$ cat config.mk
export PLATFORM = sky130hd
export DESIGN_NAME = trigger_drive_monitor
export DESIGN_NICKNAME = d
export VERILOG_FILES = /design/src/include/trig_pkg.sv /design/src/trigger_drive_monitor.sv
export SDC_FILE = /design/constraint.sdc
export NUM_CORES = 1
export LEC_CHECK = 0
export BUFFER_PORTS_ARGS = -buffer_cell sky130_fd_sc_hd__clkbuf_2
export CORE_MARGIN = 4
export CORE_UTILIZATION = 52
export DETAILED_ROUTE_END_ITERATION = 6
export PLACE_DENSITY = 0.92
export SLEW_MARGIN = 20
export SYNTH_ARGS = -nofsm -noshare
export SYNTH_HDL_FRONTEND = slang
export SYNTH_SLANG_ARGS = --single-unit
$ cat constraint.sdc
create_clock -name CLOCK -period 2.35 [get_ports CLOCK]
set_input_delay 0.1175 -clock CLOCK [delete_from_list [all_inputs] [get_ports CLOCK]]
set_output_delay 0.1175 -clock CLOCK [all_outputs]
set_load 0.005 [all_outputs]
$ cat src/include/trig_pkg.sv
// Constants for the backplane trigger drive and monitor block
// =====================================================================
// Operation
// - Writing 1 to a TTL drive bit (15-8) asserts that TTL line.
// - Writing 1 to an ECL drive bit (1-0) asserts that ECL line.
// - Hard reset clears all drive bits; soft reset leaves them alone.
// - Drive register at offset 26 hex, write-only, 16 or 8-bit writes.
// - Status register at offset 28 hex, read-only, 16 or 8-bit reads.
// - Status reserved bits 15-8, 5-4, 1-0 read as 1.
// - Status bits 7-6 show live ECL line state, 1 means asserted.
// - Status bit 2 shows live front-panel trigger output level.
// - Read at 26 hex returns TTL line states high, logical address low.
package trig_pkg;
  localparam int ADDR_W = 6;
  localparam logic [5:0] OFS_DRIVE = 6'h26;
  localparam logic [5:0] OFS_STATUS = 6'h28;
  localparam int DRV_TTL_HI = 15;
  localparam int DRV_TTL_LO = 8;
  localparam int DRV_ECL_HI = 1;
  localparam int DRV_ECL_LO = 0;
  localparam logic [7:0] DRIVE_TTL_RESET = 8'h00;
  localparam logic [1:0] DRIVE_ECL_RESET = 2'h0;
  localparam int ST_ECL_HI = 7;
  localparam int ST_ECL_LO = 6;
  localparam int ST_IN_POS = 3;
  localparam int ST_OUT_POS = 2;
  localparam logic [15:0] STATUS_RSVD = 16'hff33;
endpackage

$ cat src/trigger_drive_monitor.sv
// Trigger drive register and trigger line status register
`timescale 1ns/10ps
module trigger_drive_monitor (
  input wire logic CLOCK,
  input wire logic SYS_RST,
  input wire logic SOFT_RST,
  input wire logic [trig_pkg::ADDR_W-1:0] ADDR,
  input wire logic WR_EN,
  input wire logic RD_EN,
  input wire logic [1:0] BYTE_EN,
  input wire logic [15:0] WDATA,
  output logic [15:0] RDATA,
  output logic RVALID,
  input wire logic [7:0] LOGICAL_ADDRESS_BITS,
  input wire logic [7:0] TTL_LINE_STATE,
  input wire logic [1:0] ECL_LINE_STATE,
  input wire logic FRONT_INPUT_LEVEL,
  input wire logic FRONT_OUTPUT_LEVEL,
  output logic [7:0] TTL_DRIVE_BITS,
  output logic [1:0] ECL_DRIVE_BITS
);
  import trig_pkg::*;

  typedef struct packed {
    // Pin synchronisers, first and second flop
    logic [7:0] ttl0;
    logic [7:0] ttl1;
    logic [1:0] ecl0;
    logic [1:0] ecl1;
    logic in0;
    logic in1;
    logic out0;
    logic out1;
    // Drive registers, cleared only by hard reset
    logic [7:0] ttl_drv;
    logic [1:0] ecl_drv;
    // Registered read answer
    logic [15:0] rdata;
    logic rvalid;
  } state_s;

  state_s st_q;
  state_s st_d;
  logic [15:0] status_word;
  logic [15:0] addr_word;

  // =====================================================================
  // Read words built from second synchroniser stage; logical address bits read straight from the pins
  always_comb begin
    // Reserved status bits read as ones; live bits overlay them
    status_word = STATUS_RSVD;
    status_word[ST_ECL_HI:ST_ECL_LO] = st_q.ecl1;
    status_word[ST_IN_POS] = st_q.in1;
    status_word[ST_OUT_POS] = st_q.out1;
    addr_word = {st_q.ttl1, LOGICAL_ADDRESS_BITS};
  end

  // =====================================================================
  // Next state
  always_comb begin
    st_d = st_q;
    // Two flops on every line and front-panel pin before the read words use it; logical address bits get none
    st_d.ttl0 = TTL_LINE_STATE;
    st_d.ttl1 = st_q.ttl0;
    st_d.ecl0 = ECL_LINE_STATE;
    st_d.ecl1 = st_q.ecl0;
    st_d.in0 = FRONT_INPUT_LEVEL;
    st_d.in1 = st_q.in0;
    st_d.out0 = FRONT_OUTPUT_LEVEL;
    st_d.out1 = st_q.out0;
    st_d.rvalid = 1'b0;
    // Soft reset does not touch the drive bits
    // Each byte lane loads only its own drive bits
    if (WR_EN && ADDR == OFS_DRIVE) begin
      if (BYTE_EN[1]) begin
        st_d.ttl_drv = WDATA[DRV_TTL_HI:DRV_TTL_LO];
      end
      if (BYTE_EN[0]) begin
        st_d.ecl_drv = WDATA[DRV_ECL_HI:DRV_ECL_LO];
      end
    end
    // Read answer is registered and flagged valid for one cycle
    if (RD_EN) begin
      st_d.rvalid = 1'b1;
      if (ADDR == OFS_STATUS) begin
        st_d.rdata = status_word;
      end else if (ADDR == OFS_DRIVE) begin
        st_d.rdata = addr_word;
      end else begin
        st_d.rdata = 16'h0000;
      end
      // Unselected byte lanes read as zero
      if (!BYTE_EN[1]) begin
        st_d.rdata[15:8] = 8'h00;
      end
      if (!BYTE_EN[0]) begin
        st_d.rdata[7:0] = 8'h00;
      end
    end
  end

  // Hard reset only; soft reset never reaches this state
  always_ff @(posedge CLOCK or posedge SYS_RST) begin
    if (SYS_RST) begin
      st_q <= '0;
      st_q.ttl_drv <= DRIVE_TTL_RESET;
      st_q.ecl_drv <= DRIVE_ECL_RESET;
    end else begin
      st_q <= st_d;
    end
  end

  assign TTL_DRIVE_BITS = st_q.ttl_drv;
  assign ECL_DRIVE_BITS = st_q.ecl_drv;
  assign RDATA = st_q.rdata;
  assign RVALID = st_q.rvalid;

  // =====================================================================
  // Assertions
  a_ttl_write: assert property (@(posedge CLOCK) disable iff (SYS_RST)
    WR_EN && ADDR == OFS_DRIVE && BYTE_EN[1] |=> TTL_DRIVE_BITS ==
    $past(WDATA[15:8])) else $error("ttl drive not loaded");
  a_ecl_write: assert property (@(posedge CLOCK) disable iff (SYS_RST)
    WR_EN && ADDR == OFS_DRIVE && BYTE_EN[0] |=> ECL_DRIVE_BITS ==
    $past(WDATA[1:0])) else $error("ecl drive not loaded");
  a_soft_keep: assert property (@(posedge CLOCK) disable iff (SYS_RST)
    SOFT_RST && !WR_EN |=> $stable(TTL_DRIVE_BITS) &&
    $stable(ECL_DRIVE_BITS)) else $error("soft reset changed drive");
  a_drive_hold: assert property (@(posedge CLOCK) disable iff (SYS_RST)
    !(WR_EN && ADDR == OFS_DRIVE) |=> $stable(TTL_DRIVE_BITS) &&
    $stable(ECL_DRIVE_BITS)) else $error("drive changed without write");
  a_wo_other: assert property (@(posedge CLOCK) disable iff (SYS_RST)
    WR_EN && ADDR == OFS_STATUS |=> $stable(TTL_DRIVE_BITS))
    else $error("status write hit drive");
  a_status_rsvd: assert property (@(posedge CLOCK) disable iff (SYS_RST)
    RD_EN && ADDR == OFS_STATUS && BYTE_EN == 2'h3 |=>
    (RDATA & STATUS_RSVD) == STATUS_RSVD) else $error("reserved not ones");

  // =====================================================================
  // Read path assertions
  // Line status lags the pins by the two synchroniser stages, so a read
  // within two cycles of reset release still shows the cleared stages
  a_status_ecl: assert property (@(posedge CLOCK) disable iff (SYS_RST)
    RD_EN && ADDR == OFS_STATUS && BYTE_EN[0] && !$past(SYS_RST) &&
    !$past(SYS_RST, 2) |=>
    RDATA[7:6] == $past(ECL_LINE_STATE, 3)) else $error("ecl status bad");
  a_status_in: assert property (@(posedge CLOCK) disable iff (SYS_RST)
    RD_EN && ADDR == OFS_STATUS && BYTE_EN[0] && !$past(SYS_RST) &&
    !$past(SYS_RST, 2) |=>
    RDATA[3] == $past(FRONT_INPUT_LEVEL, 3)) else $error("input bad");
  a_status_out: assert property (@(posedge CLOCK) disable iff (SYS_RST)
    RD_EN && ADDR == OFS_STATUS && BYTE_EN[0] && !$past(SYS_RST) &&
    !$past(SYS_RST, 2) |=>
    RDATA[2] == $past(FRONT_OUTPUT_LEVEL, 3)) else $error("output bad");
  a_addr_read: assert property (@(posedge CLOCK) disable iff (SYS_RST)
    RD_EN && ADDR == OFS_DRIVE && BYTE_EN == 2'h3 && !$past(SYS_RST) &&
    !$past(SYS_RST, 2) |=>
    RDATA == {$past(TTL_LINE_STATE, 3), $past(LOGICAL_ADDRESS_BITS)})
    else $error("address read bad");
  a_addr_high: assert property (@(posedge CLOCK) disable iff (SYS_RST)
    RD_EN && ADDR == OFS_DRIVE && BYTE_EN == 2'h2 && !$past(SYS_RST) &&
    !$past(SYS_RST, 2) |=>
    RDATA == {$past(TTL_LINE_STATE, 3), 8'h00})
    else $error("ttl line byte read bad");
  a_addr_low: assert property (@(posedge CLOCK) disable iff (SYS_RST)
    RD_EN && ADDR == OFS_DRIVE && BYTE_EN == 2'h1 |=>
    RDATA == {8'h00, $past(LOGICAL_ADDRESS_BITS)})
    else $error("address byte read bad");
  a_rvalid_one: assert property (@(posedge CLOCK) disable iff (SYS_RST)
    RVALID |=> !RVALID || $past(RD_EN)) else $error("rvalid stuck");
  a_rvalid_read: assert property (@(posedge CLOCK) disable iff (SYS_RST)
    RD_EN |=> RVALID) else $error("read not answered");
  a_rvalid_idle: assert property (@(posedge CLOCK) disable iff (SYS_RST)
    !RD_EN |=> !RVALID) else $error("rvalid without read");
  a_rdata_hold: assert property (@(posedge CLOCK) disable iff (SYS_RST)
    !RD_EN |=> $stable(RDATA)) else $error("read data moved");
  a_hole_zero: assert property (@(posedge CLOCK) disable iff (SYS_RST)
    RD_EN && ADDR != OFS_STATUS && ADDR != OFS_DRIVE |=> RDATA == 16'h0000)
    else $error("unmapped read not zero");
  a_lane_hi: assert property (@(posedge CLOCK) disable iff (SYS_RST)
    RD_EN && !BYTE_EN[1] |=> RDATA[15:8] == 8'h00)
    else $error("unselected high lane not zero");
  a_lane_lo: assert property (@(posedge CLOCK) disable iff (SYS_RST)
    RD_EN && !BYTE_EN[0] |=> RDATA[7:0] == 8'h00)
    else $error("unselected low lane not zero");
  a_status_hi: assert property (@(posedge CLOCK) disable iff (SYS_RST)
    RD_EN && ADDR == OFS_STATUS && BYTE_EN[1] |=> RDATA[15:8] == 8'hff)
    else $error("status high byte not ones");
  a_status_lo: assert property (@(posedge CLOCK) disable iff (SYS_RST)
    RD_EN && ADDR == OFS_STATUS && BYTE_EN[0] |=> RDATA[5:4] == 2'h3 &&
    RDATA[1:0] == 2'h3) else $error("status low reserved not ones");

  // =====================================================================
  // Reset and write path assertions
  a_wo_ecl: assert property (@(posedge CLOCK) disable iff (SYS_RST)
    WR_EN && ADDR != OFS_DRIVE |=> $stable(TTL_DRIVE_BITS) &&
    $stable(ECL_DRIVE_BITS)) else $error("stray write hit drive");
  a_ttl_lane: assert property (@(posedge CLOCK) disable iff (SYS_RST)
    WR_EN && ADDR == OFS_DRIVE && !BYTE_EN[1] |=> $stable(TTL_DRIVE_BITS))
    else $error("ttl drive moved on low byte write");
  a_ecl_lane: assert property (@(posedge CLOCK) disable iff (SYS_RST)
    WR_EN && ADDR == OFS_DRIVE && !BYTE_EN[0] |=> $stable(ECL_DRIVE_BITS))
    else $error("ecl drive moved on high byte write");
  a_ttl_free: assert property (@(posedge CLOCK) disable iff (SYS_RST)
    WR_EN && ADDR == OFS_DRIVE && BYTE_EN[1] && WDATA[15:8] == 8'h00 |=>
    TTL_DRIVE_BITS == 8'h00) else $error("ttl line not released");
  a_ecl_free: assert property (@(posedge CLOCK) disable iff (SYS_RST)
    WR_EN && ADDR == OFS_DRIVE && BYTE_EN[0] && WDATA[1:0] == 2'h0 |=>
    ECL_DRIVE_BITS == 2'h0) else $error("ecl line not released");
  a_hard_clear: assert property (@(posedge CLOCK) $fell(SYS_RST) |->
    TTL_DRIVE_BITS == 8'h00 && ECL_DRIVE_BITS == 2'h0 && !RVALID)
    else $error("hard reset left drive on");

  // =====================================================================
  // Scenario covers
  c_ttl_drive: cover property (@(posedge CLOCK) disable iff (SYS_RST)
    WR_EN && ADDR == OFS_DRIVE && BYTE_EN == 2'h3 && WDATA[15:8] != 8'h00);
  c_byte_write: cover property (@(posedge CLOCK) disable iff (SYS_RST)
    WR_EN && ADDR == OFS_DRIVE && BYTE_EN == 2'h1);
  c_status_read: cover property (@(posedge CLOCK) disable iff (SYS_RST)
    RD_EN && ADDR == OFS_STATUS ##1 RVALID && RDATA[7:6] != 2'h0);
  c_soft_reset: cover property (@(posedge CLOCK) disable iff (SYS_RST)
    SOFT_RST && TTL_DRIVE_BITS != 8'h00);
  c_addr_read: cover property (@(posedge CLOCK) disable iff (SYS_RST)
    RD_EN && ADDR == OFS_DRIVE ##1 RVALID && RDATA[15:8] != 8'h00);
endmodule

# Word-level counts from Yosys, hierarchy flattened
# Index checks and enable logic that the tools add are counted.
[word_totals] register_bits=51 input_bits=49 out_inout_bits=27 elab_cells=22
[classes] eq_ne=2 mux=5 n_reduce_logical=3
[op_table] op="$mux W16" n=2
[op_table] op="$mux W8" n=2
[op_table] op="$eq A6 B6 Y1 const B" n=2
[op_table] op="$reduce_and A2 Y1" n=2
[op_table] op="$logic_and A1 B1 Y1" n=1
[op_table] op="$mux W1" n=1

# Logic depth before layout (Yosys ltp)
# Gate-level depths: netlist of the first run.
[logic_depth] word_depth=4 mapped_depth=5 ltp_nobuf=3

# Worst setup path after synthesis of the first run
# No wires, ideal clock.
[synth_timing] kind="input to register" startpoint="input port ADDR[3] in the netlist's numbering" endpoint="register st_q, in the netlist TTL_DRIVE_BITS[0]" setup_ps=125 arrival_ps=1078 slack_ps=1147 cell_stages=5 n_path_buf=2 path_cell_list="and3b_1 buf_6 and4_4 buf_6 mux2_4"
[synth_via] elab_chain_len=3
[synth_rtl] item="start, declared" line_no="trigger_drive_monitor.sv:7" source="input wire logic [trig_pkg::ADDR_W-1:0] ADDR,"
[synth_rtl] item="$eq A6 B6 Y1" line_no="trigger_drive_monitor.sv:74" source="if (WR_EN && ADDR == OFS_DRIVE) begin"
[synth_rtl] item="$logic_and A1 B1 Y1" line_no="trigger_drive_monitor.sv:74"
[synth_rtl] item="$reduce_and A2 Y1 (no source line)"
[synth_rtl] item="end signal, assigned" line_no="trigger_drive_monitor.sv:109" source="st_q <= st_d;"
[synth_rtl] item="end, declared" line_no="trigger_drive_monitor.sv:42" source="state_s st_q;"
# Every way passes these cells.
# A chain may end at the register's enable or synchronous reset.

# Worst setup path after layout of the first run
[layout_timing] startpoint="input port ADDR[4] in the netlist's numbering" endpoint="register st_q, in the netlist ECL_DRIVE_BITS[0]"
# The elaborated chain is that of the path after synthesis.

==> run_results.csv, run 1 <==
group,metric,value,unit
placement,gp_congestion,0.696,
critical_path,critPathRequiredTime,2.54,ns
critical_path,cp.arrival,1.37,ns
critical_path,rr_startpoint,"RDATA[14]",
synthesis,ys_seq_elements,51,
synthesis,synth_top_area_share,63.9,%
drt,drc,0,
synthesis,async_flop_share,100,%
timing,period_minus_slack,1.18,ns
clock_tree,numClockSinks,51,
synthesis,yosysWarnings,0,
critical_path,startpoint_type,"primary input",
synthesis,yosysSeqAreaShare,63.9,%
floorplan,dieWidth,70.0,um
synthesis,synth.most_common_cell,"dfrtp_1",
clock_tree,cts-root-buf,"clkbuf_8",
timing,max-slew-margin-rel,45.1,%
worst_hold_path,hp-start,"LOGICAL_ADDRESS_BITS[5]",
clock_tree,cts_max_path_buffers,2,
drt,met2_length,1870,um
clock_tree,cts_tree,"yes",
critical_path,setup.worst_path.end_class,"flip-flop",
floorplan,io_pins,76,
synthesis,synth_area,0.00200,mm^2
floorplan,die-area,0.00490,mm^2
timing,setup_violations,0,
cells_and_area,area_delta_synth_final,20.6,%
drt,dr_wl_met3,253,um
clock_tree,cts_resized,0,
synthesis,synth_area_per_cell,13.1,um^2
drt,wl_per_cell,13.9,um
synthesis,synth-edff-count,0,
synthesis,synthTopCellsByArea,"dfrtp_1, buf_4, mux2_4",
timing,final.setup.tns,0,ns
cells_and_area,nets,259,
job,drv_cap,0,
synthesis,synth_common_cells,"dfrtp_1, buf_4, nand3_1",
drt,drt_iter0_markers,59,
pwr,peakVddDrop,0.000498,V
pwr,power.leakage,1.19,nW
critical_path,crit_type,"primary input to flip-flop",
synthesis,synthDistinctLibCells,20,
timing,setup_ws,1.17,ns
clock_tree,clock_latency,0.30,ns
timing,timing.final.hold_violations,0,
drt,drt-met1-wl,1440,um
critical_path,path_max_fanout,11,
synthesis,syn_inst,152,
worst_hold_path,holdCritPathClass,"primary input to flip-flop",
grt,grt_pass1_vias,1340,
drt,routed_via_density,5.03,
synthesis,synth_top_area_cell,"dfrtp_1",
timing,skew,0.00835,ns
cells_and_area,fillCellCount,286,
floorplan,core-area,0.00369,mm^2
drt,postRouteAntennaNets,0,
timing,report.final.slew_viol_count,0,
placement,port_buffers,68,
placement,hpwl,2560,um
run_status,status,"finished clean",
floorplan,die_y,70.0,um
clock_tree,clkTransAtPathRegs,0.10,ns
grt,grt_max_degree,52,
synthesis,syn-num-nets,201,
cells_and_area,drive_gt1_share,44.1,%
timing,min_period_over_period,50.1,%
critical_path,startpoint,"ADDR[4]",
cells_and_area,n_antenna_cell,0,
placement,pre_cts_ws,0.848,ns
timing,hold_ws,0.0335,ns
drt,wirelength,3600,um
synthesis,synthFlopType,"dfrtp_1",
timing,rsz0062_at_grt,"false",
grt,grt_overflow,0,
timing,tightest_slew,0.822,ns
drt,top_layer,"met4",
grt,grt_pass1_wl,6120,um
clock_tree,cts_buffers,5,
drt,drt_first_pass_iters,4,
grt,grt_usage,15.9,%
floorplan,initial_core_util,54.1,%
floorplan,num_rows,22,
timing,fmax,0.849,GHz
grt,antenna_found_initial,0,
drt,vias,1302,
pwr,p_per_area,677,mW/mm^2
clock_tree,cts.htree.levels,2,
-- routing by layer --
layer	vias up	GRT usage [%]
li1	611	-
met1	636	20.0
met2	52	26.3
met3	3	3.88
met4	0	6.60
met5	-	0
-- path summary, 6_finish.rpt --
check | slack, ns | depth (start not counted) | to
worst max-delay path | 1.17 | 5 | ECL_DRIVE_BITS[0]
worst min-delay path | 0.03 | 3 | RDATA[5]
worst max register to register | 1.54 | 2 | RDATA[14]
worst min register to register | 0.35 | 0 | st_q[29]
max in group asynchronous | 1.39 | 3 | TTL_DRIVE_BITS[5]
min in group asynchronous | 0.48 | 3 | addr_word[11]
-- cells in the final DEF (no fill, tap or decap) --
cell           count
o22ai_1            4
inv_1              4
a21oi_1           12
inv_6              2
nor3b_4            1
nand3_1           13
buf_4              3
nor3b_2            1
a21boi_1           1
mux2_4             8
and3b_1            1
clkinv_2           1
clkbuf_8           5
clkinv_4           1
o21ai_0           12
and4_4             1
clkbuf_2          68
dlygate4sd3_1     13
nand2b_1           2
dfrtp_1           51
and4_1             1
a22oi_1            4
mux2_2             2
-- metrics by stage --
| stage | std cells | util (%) | power [mW] | instance area (um^2) |
|---|---|---|---|---|
| after detailed placement | 238 | 59.1 | 1.12 | 2180 |
| final | 259 | 65.3 | 1.63 | 2410 |
| after global routing | 259 | 65.3 | 1.72 | 2410 |
| after floorplan | 152 | - | 1.07 | 2000 |
| after global placement | 238 | 59.1 | 1.11 | 2180 |
| after CTS | 258 | 65.0 | 1.65 | 2400 |
-- final cells by class --
type                       count  area, um^2  area share, %
sequential                    51        1280           53.0
timing repair buffer          84         493           20.5
multi-input combinational     63         463           19.2
clock buffer                   5        68.8           2.86
tap                           48        60.1           2.49
clock inverter                 3        26.3           1.09
inverter                       5        20.0          0.832
-- power breakdown --
group          leakage, nW  total [mW]  internal [mW]  switching [mW]
Clock               0.0491       0.513          0.219           0.294
Combinational        0.504       0.169         0.0912          0.0774
Sequential           0.639       0.949          0.928          0.0217
-- logic make-up (layout without fill, tap and decap cells) --
group	after synthesis	count (layout)	share of synthesized area, %
buffers and inverters	38	97	12.9
muxes	10	10	7.14
and+or+nand+nor	20	20	6.89
DFF	51	51	63.9
AOI/OAI and AO/OA	33	33	9.15
-- state kept, by name (all words and copies together) (netlist names) --
name and cells:
addr_word 8, st_d 12, RVALID 1, st_q 4, RDATA 16, TTL_DRIVE_BITS 8
ECL_DRIVE_BITS 2
-- worst max-delay path, cell delays in order --
cell and delay, ns:
clkbuf_2 0.10, nor3b_4 0.33, buf_4 0.25, and4_1 0.24, mux2_2 0.33
-- timing repair --
item,in CTS,in global routing
hold buffers,12,1
hold endpoints to repair,12,44
setup buffers,0,0
No activity file was read; power rests on OpenSTA's default activity.
==> run 2: changes to the inputs <==
--- a/config.mk
+++ b/config.mk
@@ -5,11 +5,12 @@
 export SDC_FILE = /design/constraint.sdc
 export NUM_CORES = 1
 export LEC_CHECK = 0
+export ABC_AREA = 1
 export BUFFER_PORTS_ARGS = -buffer_cell sky130_fd_sc_hd__clkbuf_2
 export CORE_MARGIN = 4
-export CORE_UTILIZATION = 52
+export CORE_UTILIZATION = 44
 export DETAILED_ROUTE_END_ITERATION = 6
-export PLACE_DENSITY = 0.92
+export PLACE_DENSITY = 0.83
 export SLEW_MARGIN = 20
 export SYNTH_ARGS = -nofsm -noshare
 export SYNTH_HDL_FRONTEND = slang
==> constraint.sdc (replaced) <==
create_clock -name CLOCK -period 1 [get_ports CLOCK]
set_input_delay 0.05 -clock CLOCK [delete_from_list [all_inputs] [get_ports CLOCK]]
set_output_delay 0.05 -clock CLOCK [all_outputs]
set_load 0.005 [all_outputs]
==> run 2 against run 1 <==
  * First-iteration DRC count did not move
  * Critical endpoint is now RDATA[2]
  * Synthesized cell count rose by 41%
  * Worst hold slack better by 0.027 ns
  * Worst setup slack worse by 1.1 ns
  * Global-route usage down 0.28 points
  * Sequential cell count did not move
  * Design area increased by 15%
  * Wire length is 23% higher
  * Register-to-register slack got worse by 1.3 ns
  * Via count increased by 21%
  * Highest routed layer unchanged
  * Die area is 24% higher
==> run_results.csv, run 2 <==
group,metric,value,unit
critical_path,setup.worst_path.end_class,"flip-flop",
cells_and_area,stdcell_area,0.00277,mm^2
timing,tightest_slew,0.315,ns
clock_tree,cts-root-buf,"clkbuf_8",
cells_and_area,final_cell_mix,"nand2_1, clkbuf_2, dfrtp_1",
synthesis,synth_top_area_cell,"dfrtp_1",
clock_tree,clock_latency,0.29,ns
floorplan,dieWidth,78.0,um
timing,max-slew-margin-rel,78.9,%
floorplan,initial_core_util,45.6,%
synthesis,synthFlopType,"dfrtp_1",
floorplan,io_pins,76,
synthesis,syn-num-nets,263,
cells_and_area,drive_gt1_share,35.9,%
synthesis,yosysSeqAreaShare,59.2,%
floorplan,die-area,0.00608,mm^2
synthesis,synthTopCellsByArea,"dfrtp_1, nand2_1, buf_4",
critical_path,cp.arrival,1.14,ns
pwr,peakVddDrop,0.000890,V
cells_and_area,final_common_cell,"nand2_1",
critical_path,path_common_cell,"nand2_1",
grt,grt_usage,15.7,%
clock_tree,numClockSinks,51,
timing,min_period_over_period,89.8,%
worst_hold_path,holdCritPathClass,"primary input to flip-flop",
critical_path,critical-path-max-stage-delay,0.53,ns
critical_path,cp_num_buf_inv,3,
synthesis,synth_area_per_cell,10.1,um^2
placement,dpl.cell_count,325,
job,drv_cap,0,
drt,routed_via_density,4.41,
critical_path,cp_cell_sequence,"dlygate4sd3_1 > clkbuf_2 > nand2_1 > inv_2 > nand3_1 > nand2_1",
pwr,p_per_area,1380,mW/mm^2
critical_path,startpoint_type,"primary input",
timing,timing.final.hold_violations,0,
clock_tree,cts_setup_buffers,0,
timing,rsz0062_at_grt,"false",
placement,port_buffers,68,
clock_tree,clkTransAtPathRegs,0.09,ns
floorplan,die_y,78.0,um
synthesis,synth_area,0.00215,mm^2
timing,report.final.slew_viol_count,0,
clock_tree,cts_buffers,5,
drt,postRouteAntennaNets,0,
grt,grt_pass1_wl,7350,um
pwr,power.leakage,1.56,nW
synthesis,synth.most_common_cell,"nand2_1",
drt,vias,1573,
grt,antenna_found_initial,0,
drt,drt_first_pass_iters,4,
synthesis,synth_common_cells,"nand2_1, dfrtp_1, buf_4",
placement,hpwl,2930,um
critical_path,crit_path_top_delay_cell,"dlygate4sd3_1",
synthesis,synthDistinctLibCells,17,
placement,gp_congestion,0.782,
critical_path,critPathRequiredTime,1.24,ns
drt,drt_iter0_markers,59,
grt,grt_overflow,0,
synthesis,synth_top_area_share,59.2,%
floorplan,core-area,0.00472,mm^2
clock_tree,cts_tree,"yes",
timing,period_minus_slack,0.898,ns
placement,dpl_cell_area,0.00243,mm^2
drt,wl_per_cell,12.4,um
clock_tree,cts_max_path_buffers,2,
synthesis,synth-edff-count,0,
synthesis,async_flop_share,100,%
drt,wirelength,4440,um
run_status,status,"finished clean",
grt,grt_pass1_vias,1558,
cells_and_area,layout.cells.non_filler,357,
timing,skew,0.00436,ns
cells_and_area,largest_register_ff_count,16,
critical_path,path_max_fanout,8,
timing,hold_ws,0.0605,ns
synthesis,yosysWarnings,0,
cells_and_area,nets,338,
floorplan,num_rows,25,
drt,drc,0,
critical_path,cp_top_family,"buffers and inverters",
critical_path,crit_type,"primary input to flip-flop",
grt,grt_max_degree,52,
synthesis,syn_inst,214,
timing,setup_violations,0,
clock_tree,cts.htree.levels,2,
cells_and_area,area_delta_synth_final,28.3,%
cells_and_area,n_antenna_cell,0,
synthesis,ys_seq_elements,51,
timing,fmax,1.11,GHz
run 2: changes by cell type after synthesis, sizes merged, moves of 4 or more:
cell    delta
a21oi     -12
nand2     +76
inv       +11
nor2       +4
a22oi      -4
o22ai      -4
mux2      -10
nand3b     +4
nand3      +7
run 2: cell type report:
class                   count  area, um^2
fillers                   399        1960
flip-flops and latches     51        1280
repair buffers             99         662
multi-input cells         116         584
clock buffers               7        86.3
well taps                  67        83.8
inverters                  16        63.8
clock inverters             1        8.76
run 2: cells by family after synthesis:
family	synth area share (%)
and+or+nand+nor	23.4
DFF	59.2
AOI/OAI and AO/OA	3.72
buffers and inverters	13.6
run 2: per-layer routing:
layer	wire (um)	up-vias	track usage (%)
li1	-	790	-
met1	1810	728	18.6
met2	2290	49	27.1
met3	278	6	4.41
met4	70	0	5.42
met5	0	-	0
run 2: path summary, 6_finish.rpt:
check                                        start           endpoint  slack, ns  cells past startpoint
max                                          RD_EN           RDATA[2]       0.10                      6
min                        LOGICAL_ADDRESS_BITS[4]           RDATA[4]       0.06                      5
max reg2reg                               st_q[27]           RDATA[2]       0.22                      3
min reg2reg                               st_d[35]       addr_word[8]       0.35                      0
max in group asynchronous                  SYS_RST  TTL_DRIVE_BITS[6]       0.43                      4
min in group asynchronous                  SYS_RST  TTL_DRIVE_BITS[5]       0.35                      4
run 2: power breakdown:
group	switching (mW)	internal (mW)	leakage, nW	total, mW
Combinational	0.207	0.214	0.864	0.421
Sequential	0.0372	2.15	0.650	2.19
Clock	0.631	0.567	0.0484	1.20
run 2: stage by stage:
step | setup TNS [ns] | util (%) | total power, mW | setup slack [ns]
2_1_floorplan | 0 | - | 2.43 | 0.149
3_3_place_gp | -0.497 | 51.4 | 2.56 | -0.0684
3_5_place_dp | -0.869 | 51.4 | 2.57 | -0.126
4_1_cts | 0 | 58.5 | 3.84 | 0.0381
5_1_grt | 0 | 58.5 | 3.98 | 0.0391
6_report | 0 | 58.5 | 3.81 | 0.102
run 2: worst register-to-register path, stage by stage (launching register included):
cell      delay, ns
dfrtp_1        0.36
nand3b_1       0.16
nand3_1        0.11
nand2_1        0.05
run 2: repair_timing:
action                                  4_1_cts  5_1_grt
hold buffers                                 24        0
gates resized for setup                       0        4
endpoints found under the setup margin        0       16
hold endpoints to repair                     74        0
==> run 3: changes to the inputs <==
==> constraint.sdc (replaced) <==
create_clock -name CLOCK -period 0.8 [get_ports CLOCK]
set_input_delay 0.04 -clock CLOCK [delete_from_list [all_inputs] [get_ports CLOCK]]
set_output_delay 0.04 -clock CLOCK [all_outputs]
set_load 0.005 [all_outputs]
==> run 3 against run 2 <==
  * The run now ends with negative setup slack left
  * Critical path depth shrank 5
  * Total power rose by 24%
  * Combinational power up 33%
  * First-iteration DRC count up 78%
  * Clock-buffer cell count shrank 2
  * Via count is 2.3% higher
==> run_results.csv, run 3 (synthesized netlist as in run 2, its figures left out) <==
group,metric,value,unit
worst_hold_path,hold_path_end,"RDATA[7]",
grt,grt_pass1_vias,1675,
critical_path,cp_top_family,"flip-flops",
clock_tree,cts_max_path_buffers,2,
floorplan,initial_core_util,45.6,%
clock_tree,cts.htree.levels,2,
timing,rsz0062_at_grt,"true",
timing,setup_violations,27,
floorplan,io_pins,76,
pwr,p_total,4.71,mW
pwr,p_per_area,1610,mW/mm^2
grt,grt_pass1_wl,7400,um
placement,hpwl,2910,um
timing,report.final.slew_viol_count,0,
critical_path,setup.worst_path.end_class,"output pin",
pwr,clkPwrFrac,30.1,%
worst_hold_path,holdCritPathClass,"primary input to flip-flop",
drt,wl_per_cell,11.0,um
timing,fmax,1.17,GHz
placement,port_buffers,68,
clock_tree,clkTransAtPathRegs,0.09,ns
timing,skew,0.00708,ns
drt,drc,0,
run_status,violations,"negative setup slack",
drt,drt_iter0_markers,105,
clock_tree,cts-root-buf,"clkbuf_8",
run_status,status,"finished, violations left",
floorplan,core-area,0.00472,mm^2
critical_path,reg2reg_slack,0.01,ns
timing,max-slew-margin-rel,69.2,%
cells_and_area,area_delta_synth_final,35.3,%
cells_and_area,stdcell_area,0.00292,mm^2
pwr,power_switching,1.11,mW
pwr,p_int,3.60,mW
drt,postRouteAntennaNets,0,
timing,setup_ws,-0.0527,ns
critical_path,crit_path_top_delay_cell,"dfrtp_1",
critical_path,cp.arrival,0.81,ns
critical_path,path_max_fanout,2,
timing,timing.final.hold_violations,0,
placement,dpl_cell_area,0.00246,mm^2
clock_tree,numClockSinks,51,
pwr,swShare,23.5,%
grt,grt_overflow,0,
drt,wirelength,4120,um
cells_and_area,n_antenna_cell,0,
floorplan,num_rows,25,
cells_and_area,final_util,61.7,%
drt,routed_via_density,4.30,
drt,vias,1609,
clock_tree,clock_latency,0.29,ns
cells_and_area,final_common_cell,"nand2_1",
pwr,combPwrFrac,11.9,%
worst_hold_path,hp-start,"LOGICAL_ADDRESS_BITS[7]",
pwr,power.leakage,1.67,nW
critical_path,rr_startpoint,"st_q[31]",
critical_path,startpoint_type,"flip-flop",
timing,tightest_slew,0.462,ns
grt,antenna_found_initial,0,
grt,grt_max_degree,52,
cells_and_area,drive_gt1_share,39.1,%
critical_path,cp_num_buf_inv,1,
clock_tree,cts_buffers,5,
critical_path,critical-path-max-stage-delay,0.40,ns
cells_and_area,nets,355,
timing,min_period_over_period,107,%
cells_and_area,largest_register_ff_count,16,
critical_path,crit_type,"flip-flop to output pin",
job,drv_cap,0,
worst_hold_path,min_path_cells,5,
floorplan,die_y,78.0,um
grt,grt_usage,15.4,%
critical_path,r2r_cells,3,
placement,gp_congestion,0.801,
critical_path,r2r-end,"RDATA[6]",
clock_tree,cts_tree,"yes",
drt,drt_first_pass_iters,4,
pwr,p_seq_share,58.0,%
pwr,peakVddDrop,0.00125,V
critical_path,cp_cell_sequence,"clkbuf_2",
critical_path,critPathRequiredTime,0.76,ns
floorplan,dieWidth,78.0,um
floorplan,die-area,0.00608,mm^2
cells_and_area,final_cell_mix,"nand2_1, clkbuf_2, dfrtp_1",
timing,period_minus_slack,0.853,ns
[run 3: worst max-delay path by stage]
| stage | from | depth (start not counted) | to | slack [ns] |
|---|---|---|---|---|
| after floorplan | ADDR[4] | 7 | TTL_DRIVE_BITS[0] | -0.02 |
| after global placement | ADDR[4] | 8 | TTL_DRIVE_BITS[6] | -0.20 |
| after detailed placement | ADDR[4] | 9 | RDATA[14] | -0.23 |
| after CTS | RDATA[7] | 1 | RDATA[7] | -0.06 |
| after global routing | RDATA[13] | 1 | RDATA[13] | -0.11 |
| final | RDATA[4] | 1 | RDATA[4] | -0.05 |
[run 3: through the flow]
stage               worst slack, ns  instances  setup TNS (ns)  hold WS (ns)
detailed placement           -0.234        326           -5.41         0.121
floorplan                   -0.0168        214         -0.0336        0.0714
finish                      -0.0527        374          -0.821        0.0654
CTS                         -0.0636        374           -1.27        0.0618
global route                 -0.109        374           -2.20        0.0668
global placement             -0.195        326           -4.58         0.107
[run 3: power groups by stage]
| stage | clock, mW | sequential (mW) | combinational [mW] |
|---|---|---|---|
| finish | 1.42 | 2.73 | 0.560 |
| global route | 1.59 | 2.75 | 0.629 |
| CTS | 1.48 | 2.73 | 0.567 |
| detailed placement | 0 | 2.79 | 0.442 |
| global placement | 0 | 2.78 | 0.428 |
| floorplan | 0 | 2.77 | 0.276 |
[run 3: layout make-up]
class	count	area, um^2
fillers	393	1810
flip-flops and latches	51	1280
repair buffers	116	790
multi-input cells	116	598
well taps	67	83.8
inverters	16	80.1
clock buffers	5	68.8
clock inverters	3	18.8
[run 3: per-layer routing]
metal	up-vias	track usage [%]	share of wire [%]
met3	2	4.52	5.8
met4	0	4.55	0.34
met5	-	0	0
met1	738	19.6	43
li1	820	-	-
met2	49	25.4	51
[run 3: repair_timing]
action,4_1_cts,5_1_grt
setup endpoints to repair,27,32
buffers inserted,16,0
hold buffers,24,0
gates resized for setup,0,1
pin swaps,0,4
hold endpoints to repair,74,0
